**config.mk**
```make
export PLATFORM = sky130hd
export DESIGN_NAME = cmg_top
export DESIGN_NICKNAME = d
export VERILOG_FILES = /design/src/rtl/cmg_pkg.sv /design/src/rtl/cmg_sync.sv /design/src/rtl/cmg_top.sv
export SDC_FILE = /design/constraint.sdc
export NUM_CORES = 1
export LEC_CHECK = 0
export ABC_AREA = 1
export BUFFER_PORTS_ARGS = -buffer_cell sky130_fd_sc_hd__buf_2
export CORE_ASPECT_RATIO = 2
export CORE_MARGIN = 8
export CORE_UTILIZATION = 50
export CTS_CLUSTER_SIZE = 12
export DETAILED_ROUTE_END_ITERATION = 10
export PLACE_DENSITY = 0.75
export SETUP_SLACK_MARGIN = 0.15
export SLEW_MARGIN = 20
export SYNTH_ARGS = -nofsm -noshare
export SYNTH_HDL_FRONTEND = slang
export SYNTH_SLANG_ARGS = --single-unit
```
**constraint.sdc**
```tcl
create_clock -name ref_clk -period 1.3 [get_ports ref_clk]
set_clock_uncertainty 0.2 [all_clocks]
set_input_delay 0 -clock ref_clk [delete_from_list [all_inputs] [get_ports ref_clk]]
set_output_delay 0 -clock ref_clk [all_outputs]
set_load 0.02 [all_outputs]
```
**src/rtl/cmg_pkg.sv**
```systemverilog
// Purpose: shared constants and carriers for the channel mode and pin configuration block
// Assumes: byte-wide register port behind the serial interface engine
// Notes: offsets are register addresses of the register port
package cmg_pkg;

  localparam int unsigned CMG_NUM_CH = 8;
  localparam int unsigned CMG_AW = 8;
  localparam int unsigned CMG_DW = 8;

  // register addresses
  localparam logic [7:0] CMG_ADDR_OPMODE = 8'h04;
  localparam logic [7:0] CMG_ADDR_CHFUNC = 8'h05;
  localparam logic [7:0] CMG_ADDR_DIR = 8'h07;
  localparam logic [7:0] CMG_ADDR_DRIVE = 8'h09;
  localparam logic [7:0] CMG_ADDR_LEVEL = 8'h0b;
  localparam logic [7:0] CMG_ADDR_INLVL = 8'h0d;

  // reset value and value read back from unmapped addresses
  localparam logic [7:0] CMG_RST_VAL = 8'h00;
  localparam logic [7:0] CMG_UNMAPPED_VAL = 8'h00;

  // operating_mode_config fields
  localparam int unsigned CMG_OP_CONT_BIT = 7;
  localparam int unsigned CMG_OP_MODE_HI = 6;
  localparam int unsigned CMG_OP_MODE_LO = 5;
  localparam int unsigned CMG_OP_OSC_BIT = 4;
  localparam int unsigned CMG_OP_DIV_HI = 3;
  localparam int unsigned CMG_OP_DIV_LO = 0;

  // conversion_trigger_mode encodings
  localparam logic [1:0] CMG_MODE_MANUAL = 2'h0;
  localparam logic [1:0] CMG_MODE_AUTO = 2'h1;

  // oscillator_choice encodings
  localparam logic CMG_OSC_HIGH_SPEED = 1'b0;
  localparam logic CMG_OSC_LOW_POWER = 1'b1;

  // register port request
  typedef struct packed {
    logic wr;
    logic rd;
    logic [CMG_AW-1:0] addr;
    logic [CMG_DW-1:0] wdata;
  } cmg_req_s;

  // pad drive toward the shared channel pins
  typedef struct packed {
    logic [CMG_NUM_CH-1:0] o;
    logic [CMG_NUM_CH-1:0] oe;
  } cmg_pad_s;

endpackage : cmg_pkg

```
**src/rtl/cmg_sync.sv**
```systemverilog
// Purpose: two-stage synchroniser for pin levels
// Assumes: inputs arrive asynchronous to ref_clk
// Notes: first stage is read by the second stage only
`timescale 1ns/1ps
`default_nettype none
module cmg_sync #(
  parameter int unsigned WIDTH = 8
) (
  // clock and reset
  input wire logic ref_clk,
  input wire logic rstn,
  // data
  input wire logic [WIDTH-1:0] async_i,
  output logic [WIDTH-1:0] sync_o
);

  logic [WIDTH-1:0] meta_q;
  logic [WIDTH-1:0] meta_d;
  logic [WIDTH-1:0] sync_q;
  logic [WIDTH-1:0] sync_d;

  always_comb begin
    meta_d = async_i;
    sync_d = meta_q;
  end

  always_ff @(posedge ref_clk or negedge rstn) begin
    if (!rstn) begin
      meta_q <= '0;
      sync_q <= '0;
    end else begin
      meta_q <= meta_d;
      sync_q <= sync_d;
    end
  end

  assign sync_o = sync_q;

endmodule : cmg_sync
`default_nettype wire

```
**src/rtl/cmg_top.sv**
```systemverilog
// Purpose: operating mode and per-channel pin configuration with pin drive and readback
// Assumes: crc_err_in is the sticky error flag on ref_clk; force_all_analog is a level on ref_clk
// Notes: pin drive and status outputs follow register or flag changes one edge later
`timescale 1ns/1ps
`default_nettype none
// Function
// RULE1 - with continue_after_crc_fault clear, a crc error leaves sequencing and pins as they are.
// RULE2 - with continue_after_crc_fault set, a crc error makes all channels analog and pauses.
// RULE3 - once the crc error flag clears, sequencing resumes and the pin setup comes back.
// RULE4 - conversion_trigger_mode 00 is manual (host starts), 01 is autonomous (machine starts).
// RULE5 - oscillator_choice 0 picks the high-speed oscillator, 1 the low-power one.
// RULE6 - the four-bit divider sets the sample rate while autonomous mode is selected.
// RULE7 - each channel-function bit makes its channel analog at 0 and a digital pin at 1.
// RULE8 - each direction bit makes its digital pin an input at 0 and an output at 1.
// RULE9 - each drive-type bit makes its output open-drain at 0 and push-pull at 1.
// RULE10 - each output-level bit gives the level driven on its digital output.
// RULE11 - the input readback register returns the present level of each pin.
// RULE12 - all configuration registers clear to zero on reset, so every channel starts analog.
// RULE13 - while force_all_analog is set, every channel is analog whatever the other settings.
// RULE14 - the host picks only analog channels for manual conversion.
// RULE15 - direction, drive and level act on a pin only while its channel is a digital pin.
// RULE16 - an open-drain output at 1 releases the pin and at 0 pulls it low.
module cmg_top
  import cmg_pkg::*;
#(
  parameter int unsigned NUM_CH = CMG_NUM_CH
) (
  // clock and reset
  input wire logic ref_clk,
  input wire logic rstn,
  // register port
  input wire cmg_req_s reg_req,
  output logic [CMG_DW-1:0] reg_rdata,
  output logic reg_rvalid,
  // control from the rest of the device
  input wire logic crc_err_in,
  input wire logic force_all_analog,
  // mode outputs
  output logic [1:0] conversion_trigger_mode,
  output logic autonomous_active,
  output logic oscillator_choice,
  output logic [3:0] sample_clk_div,
  output logic sequencing_hold,
  output logic [NUM_CH-1:0] analog_input_sel,
  // shared channel pins
  input wire logic [NUM_CH-1:0] pin_i,
  output cmg_pad_s pad
);

  if (NUM_CH != CMG_NUM_CH) begin : g_bad_width
    $error("cmg_top: NUM_CH must equal the register width");
  end

  // configuration registers
  logic [CMG_DW-1:0] opmode_q;
  logic [CMG_DW-1:0] opmode_d;
  logic [NUM_CH-1:0] chfunc_q;
  logic [NUM_CH-1:0] chfunc_d;
  logic [NUM_CH-1:0] dir_q;
  logic [NUM_CH-1:0] dir_d;
  logic [NUM_CH-1:0] drive_q;
  logic [NUM_CH-1:0] drive_d;
  logic [NUM_CH-1:0] level_q;
  logic [NUM_CH-1:0] level_d;

  // read side
  logic [CMG_DW-1:0] rdata_q;
  logic [CMG_DW-1:0] rdata_d;
  logic rvalid_q;
  logic rvalid_d;

  // derived state
  logic [NUM_CH-1:0] in_sync;
  logic [NUM_CH-1:0] inlvl_q;
  logic [NUM_CH-1:0] inlvl_d;
  logic hold_q;
  logic hold_d;
  logic [NUM_CH-1:0] analog_q;
  logic [NUM_CH-1:0] analog_d;
  logic [NUM_CH-1:0] pad_o_q;
  logic [NUM_CH-1:0] pad_o_d;
  logic [NUM_CH-1:0] pad_oe_q;
  logic [NUM_CH-1:0] pad_oe_d;
  logic [1:0] mode_q;
  logic [1:0] mode_d;
  logic auto_q;
  logic auto_d;
  logic osc_q;
  logic osc_d;
  logic [3:0] div_q;
  logic [3:0] div_d;

  logic cont_bit;
  logic pause;
  logic [NUM_CH-1:0] digital;

  cmg_sync #(
    .WIDTH(NUM_CH)
  ) u_sync (
    .ref_clk(ref_clk),
    .rstn(rstn),
    .async_i(pin_i),
    .sync_o(in_sync)
  );

  // register writes; the readback register ignores writes
  always_comb begin
    opmode_d = opmode_q;
    chfunc_d = chfunc_q;
    dir_d = dir_q;
    drive_d = drive_q;
    level_d = level_q;
    if (reg_req.wr) begin
      case (reg_req.addr)
        CMG_ADDR_OPMODE: opmode_d = reg_req.wdata;
        CMG_ADDR_CHFUNC: chfunc_d = reg_req.wdata[NUM_CH-1:0];
        CMG_ADDR_DIR: dir_d = reg_req.wdata[NUM_CH-1:0];
        CMG_ADDR_DRIVE: drive_d = reg_req.wdata[NUM_CH-1:0];
        CMG_ADDR_LEVEL: level_d = reg_req.wdata[NUM_CH-1:0];
        default: ;
      endcase
    end
  end

  always_ff @(posedge ref_clk or negedge rstn) begin
    if (!rstn) begin
      opmode_q <= CMG_RST_VAL; // RULE12
      chfunc_q <= CMG_RST_VAL; // RULE12
      dir_q <= CMG_RST_VAL;
      drive_q <= CMG_RST_VAL;
      level_q <= CMG_RST_VAL;
    end else begin
      opmode_q <= opmode_d;
      chfunc_q <= chfunc_d;
      dir_q <= dir_d;
      drive_q <= drive_d;
      level_q <= level_d;
    end
  end

  // register reads; unmapped addresses answer zero
  always_comb begin
    rdata_d = rdata_q;
    rvalid_d = reg_req.rd;
    if (reg_req.rd) begin
      case (reg_req.addr)
        CMG_ADDR_OPMODE: rdata_d = opmode_q;
        CMG_ADDR_CHFUNC: rdata_d = chfunc_q;
        CMG_ADDR_DIR: rdata_d = dir_q;
        CMG_ADDR_DRIVE: rdata_d = drive_q;
        CMG_ADDR_LEVEL: rdata_d = level_q;
        CMG_ADDR_INLVL: rdata_d = inlvl_q; // RULE11
        default: rdata_d = CMG_UNMAPPED_VAL;
      endcase
    end
  end

  always_ff @(posedge ref_clk or negedge rstn) begin
    if (!rstn) begin
      rdata_q <= CMG_RST_VAL;
      rvalid_q <= 1'b0;
    end else begin
      rdata_q <= rdata_d;
      rvalid_q <= rvalid_d;
    end
  end

  // crc reaction and effective channel function
  // registers keep their contents during a pause, so restore needs no saved copy
  assign cont_bit = opmode_q[CMG_OP_CONT_BIT];
  assign pause = cont_bit & crc_err_in; // RULE1 RULE2 RULE3

  always_comb begin
    hold_d = pause; // RULE2 RULE3
    digital = chfunc_q; // RULE7
    if (force_all_analog || pause) begin
      digital = '0; // RULE13 RULE2
    end
    analog_d = ~digital; // RULE7
    mode_d = opmode_q[CMG_OP_MODE_HI:CMG_OP_MODE_LO];
    auto_d = (mode_d == CMG_MODE_AUTO); // RULE4
    osc_d = opmode_q[CMG_OP_OSC_BIT]; // RULE5
    div_d = opmode_q[CMG_OP_DIV_HI:CMG_OP_DIV_LO]; // RULE6
  end

  // per-pin drive
  for (genvar i = 0; i < NUM_CH; i++) begin : g_pin
    always_comb begin
      pad_o_d[i] = 1'b0;
      pad_oe_d[i] = 1'b0;
      if (digital[i] && dir_q[i]) begin // RULE15 RULE8
        pad_o_d[i] = level_q[i]; // RULE10
        pad_oe_d[i] = drive_q[i] | ~level_q[i]; // RULE9 RULE16
      end
    end
  end

  always_comb begin
    inlvl_d = in_sync; // RULE11
  end

  always_ff @(posedge ref_clk or negedge rstn) begin
    if (!rstn) begin
      hold_q <= 1'b0;
      analog_q <= '1;
      pad_o_q <= '0;
      pad_oe_q <= '0;
      inlvl_q <= '0;
      mode_q <= CMG_MODE_MANUAL;
      auto_q <= 1'b0;
      osc_q <= CMG_OSC_HIGH_SPEED;
      div_q <= '0;
    end else begin
      hold_q <= hold_d;
      analog_q <= analog_d;
      pad_o_q <= pad_o_d;
      pad_oe_q <= pad_oe_d;
      inlvl_q <= inlvl_d;
      mode_q <= mode_d;
      auto_q <= auto_d;
      osc_q <= osc_d;
      div_q <= div_d;
    end
  end

  assign reg_rdata = rdata_q;
  assign reg_rvalid = rvalid_q;
  assign sequencing_hold = hold_q;
  assign analog_input_sel = analog_q;
  assign pad = '{o: pad_o_q, oe: pad_oe_q};
  assign conversion_trigger_mode = mode_q;
  assign autonomous_active = auto_q;
  assign oscillator_choice = osc_q;
  assign sample_clk_div = div_q;
endmodule : cmg_top
`default_nettype wire

```
==> impl_metrics.tcl <==
set metrics [dict create \
    row_count 46 \
    path_delay_family "flip-flops" \
    slew_viol_final 0 \
    placed_area_um2 4790 \
    critical_path_required_ps 1380 \
    start_util_pct 51.4 \
    routed_wirelength_mm 10.4 \
    final.period_utilization_pct 95.1 \
    antenna_found_initial 0 \
    stdcell_area_um2 5450 \
    synth_cells 404 \
    critPathSlowestCell "dfrtp_1" \
    dp_cells 584 \
    synth_seq_cells 106 \
    cts_buffers 9 \
    syn_to_final_growth_pct 33.3 \
    wl_per_cell_um 16.6 \
    grt_pass1_vias 3358 \
    p_per_area_nw_per_um2 1270 \
    firstDrtPassIters 4 \
    final_cell_count_no_fill 627 \
    dieArea_um2 11500 \
    finalCriticalPeriod_ps 1240 \
    drc 0 \
    die_w_um 79.9 \
    drive_above_1_share_pct 32.4 \
    critPathBufInv 2 \
    grt_pass1_wl_mm 16.2 \
    cp_max_fo 15 \
    nNetsFinal 556 \
    yosys-top-cells-area "dfrtp_1, nand2_1, nand3_1, nor2_1, dfstp_2" \
    track_usage_pct 18.8 \
    coreArea_um2 7940 \
    hp-class "in -> reg" \
    clockBufferDepth 2 \
    insertion_delay_ps 350 \
    dr.first_iter.drc_count 311 \
    ys_types 21 \
    power.leakage_nw 2.71 \
    violations "negative hold slack" \
    critPathLaunchType "flip-flop" \
    synth_warnings 0 \
    end_kind "flip-flop" \
    outcome "complete, but fails checks" \
    vias_per_cell 5.17 \
    overflow 0 \
    crit_type "reg -> reg" \
    synth_area_um2 4090 \
    clk_pin_slew_ps 70 \
    cts_num_sinks 106 \
    portBuffers 71 \
    yosys.area.top_type "dfrtp_1" \
    peakVddDrop_v 0.000840 \
    vias 3239 \
    cp_slowest_stage_delay_ps 380 \
    hold_violations 65 \
    arrival_ps 1310 \
    root_buffer "clkbuf_16" \
    ctsHoldBuffers 18 \
    gp_congestion 0.905 \
    worstMarginPinSlew_ps 308 \
    worstPathCellList "nand2_1, inv_2, nor2_4, buf_12, nand3_1, nor2_1" \
    rsz0062_at_grt "true" \
    place_ws_ps -134 \
    synth_nets 434 \
    clock.fmax_mhz 809 \
    netlist.area_leader.share_pct 60.0 \
    io_pins 72 \
    ant_nets 0 \
    max-cap-violations 0 \
    diodes 0 \
    grt_max_degree 44 \
    hpwl_mm 7.44 \
    synth-seq-area-share_pct 65.2 \
    setup_violations 0 \
    die_y_um 144 \
    htree_levels 3 \
    layout_setup_ws_ps 63.8 \
    relSlewSlack_pct 79.4 \
    holdWs_ps -303 \
    avgSynthCellArea_um2 10.1 \
    cts_tree "done" \
    fin_setup_tns_ps 0 \
]
==> worst reg2reg max path, cell delays in order (launching register included) <==
cell     delay [ps]
dfrtp_1         380
nand2_1          70
inv_2            50
nor2_4           90
buf_12          160
nand3_1         100
nor2_1          120
==> per-layer routing <==
layer	share of wire [%]	wire, µm	up-vias	global-route usage (%)
met4	5.2	542	0	12.9
met5	0	0	-	0
met2	56	5810	118	34.0
met1	33	3480	1568	18.3
li1	-	-	1523	-
met3	5.5	578	30	3.69
==> repair_timing <==
action	in CTS	in global routing
setup endpoints to repair	28	36
pin swaps	0	4
gates resized for setup	17	13
hold endpoints to repair	188	65
buffers inserted	2	7
==> worst paths after layout <==
path                            depth (start not counted)  slack [ps]                       start                            end
worst max-delay path                                    6          60     opmode_q[7]$_DFFE_PN0P_          pad_oe_q[3]$_DFF_PN0_
worst max register to register                          6          60     opmode_q[7]$_DFFE_PN0P_          pad_oe_q[3]$_DFF_PN0_
min in group asynchronous                               2        -120                        rstn     u_sync.meta_q[6]$_DFF_PN0_
worst min-delay path                                    3        -300                  crc_err_in      sequencing_hold$_DFF_PN0_
max in group asynchronous                               3         450                        rstn  analog_input_sel[0]$_DFF_PN1_
worst min register to register                          0         150  u_sync.sync_o[3]$_DFF_PN0_           inlvl_q[3]$_DFF_PN0_
==> cell usage after synthesis <==
| master | number |
|---|---|
| a21oi_1 | 3 |
| a21oi_2 | 5 |
| buf_2 | 3 |
| buf_4 | 4 |
| buf_6 | 4 |
| clkbuf_1 | 2 |
| dfrtp_1 | 98 |
| dfstp_2 | 8 |
| inv_1 | 35 |
| nand2_1 | 80 |
| nand2_2 | 3 |
| nand2_4 | 1 |
| nand3_1 | 49 |
| nand3_2 | 1 |
| nand3_4 | 2 |
| nor2_1 | 58 |
| nor2_2 | 2 |
| nor2_4 | 6 |
| o21a_1 | 7 |
| o21ai_0 | 24 |
| o21ai_1 | 9 |
==> stage by stage <==
step / power, mW / util (%)
2_1_floorplan: 3.84 / -
3_3_place_gp: 4.12 / 60.4
3_5_place_dp: 4.14 / 60.4
4_1_cts: 6.92 / 67.3
5_1_grt: 7.14 / 68.6
6_report: 6.89 / 68.6
==> layout by cell type (no fill, tap or decap), drive strengths merged <==
cell type	instances
a21oi	8
buf	105
bufinv	1
clkbuf	12
clkinv	1
clkinvlp	2
dfrtp	98
dfstp	8
dlygate4sd3	18
inv	36
nand2	84
nand3	52
nor2	66
o21a	7
o21ai	33
==> area by class of cell <==
cell class                 instances  area (µm²)
clock buffer                      11         243
clock inverter                     5        62.6
fill                             609        2490
inverter                          35         144
multi-input combinational        250        1270
sequential                       106        2660
tap                               96         120
timing repair buffer             124         941
==> report_power, final <==
group          switching, mW  leakage [nW]  internal, mW  total, mW
logic                  0.357          1.24         0.249      0.605
clock network           1.18         0.142          1.56       2.74
registers             0.0966          1.33          3.46       3.55
==> cells by family (layout without fill, tap and decap cells) <==
kind of cell / after synthesis / count (layout) / synth area share (%)
compound gates: 48 / 48 / 6.77
simple gates: 202 / 202 / 22.5
buf+inv: 48 / 175 / 5.60
flops: 106 / 106 / 65.2
Power figures use the tool's default switching activity.
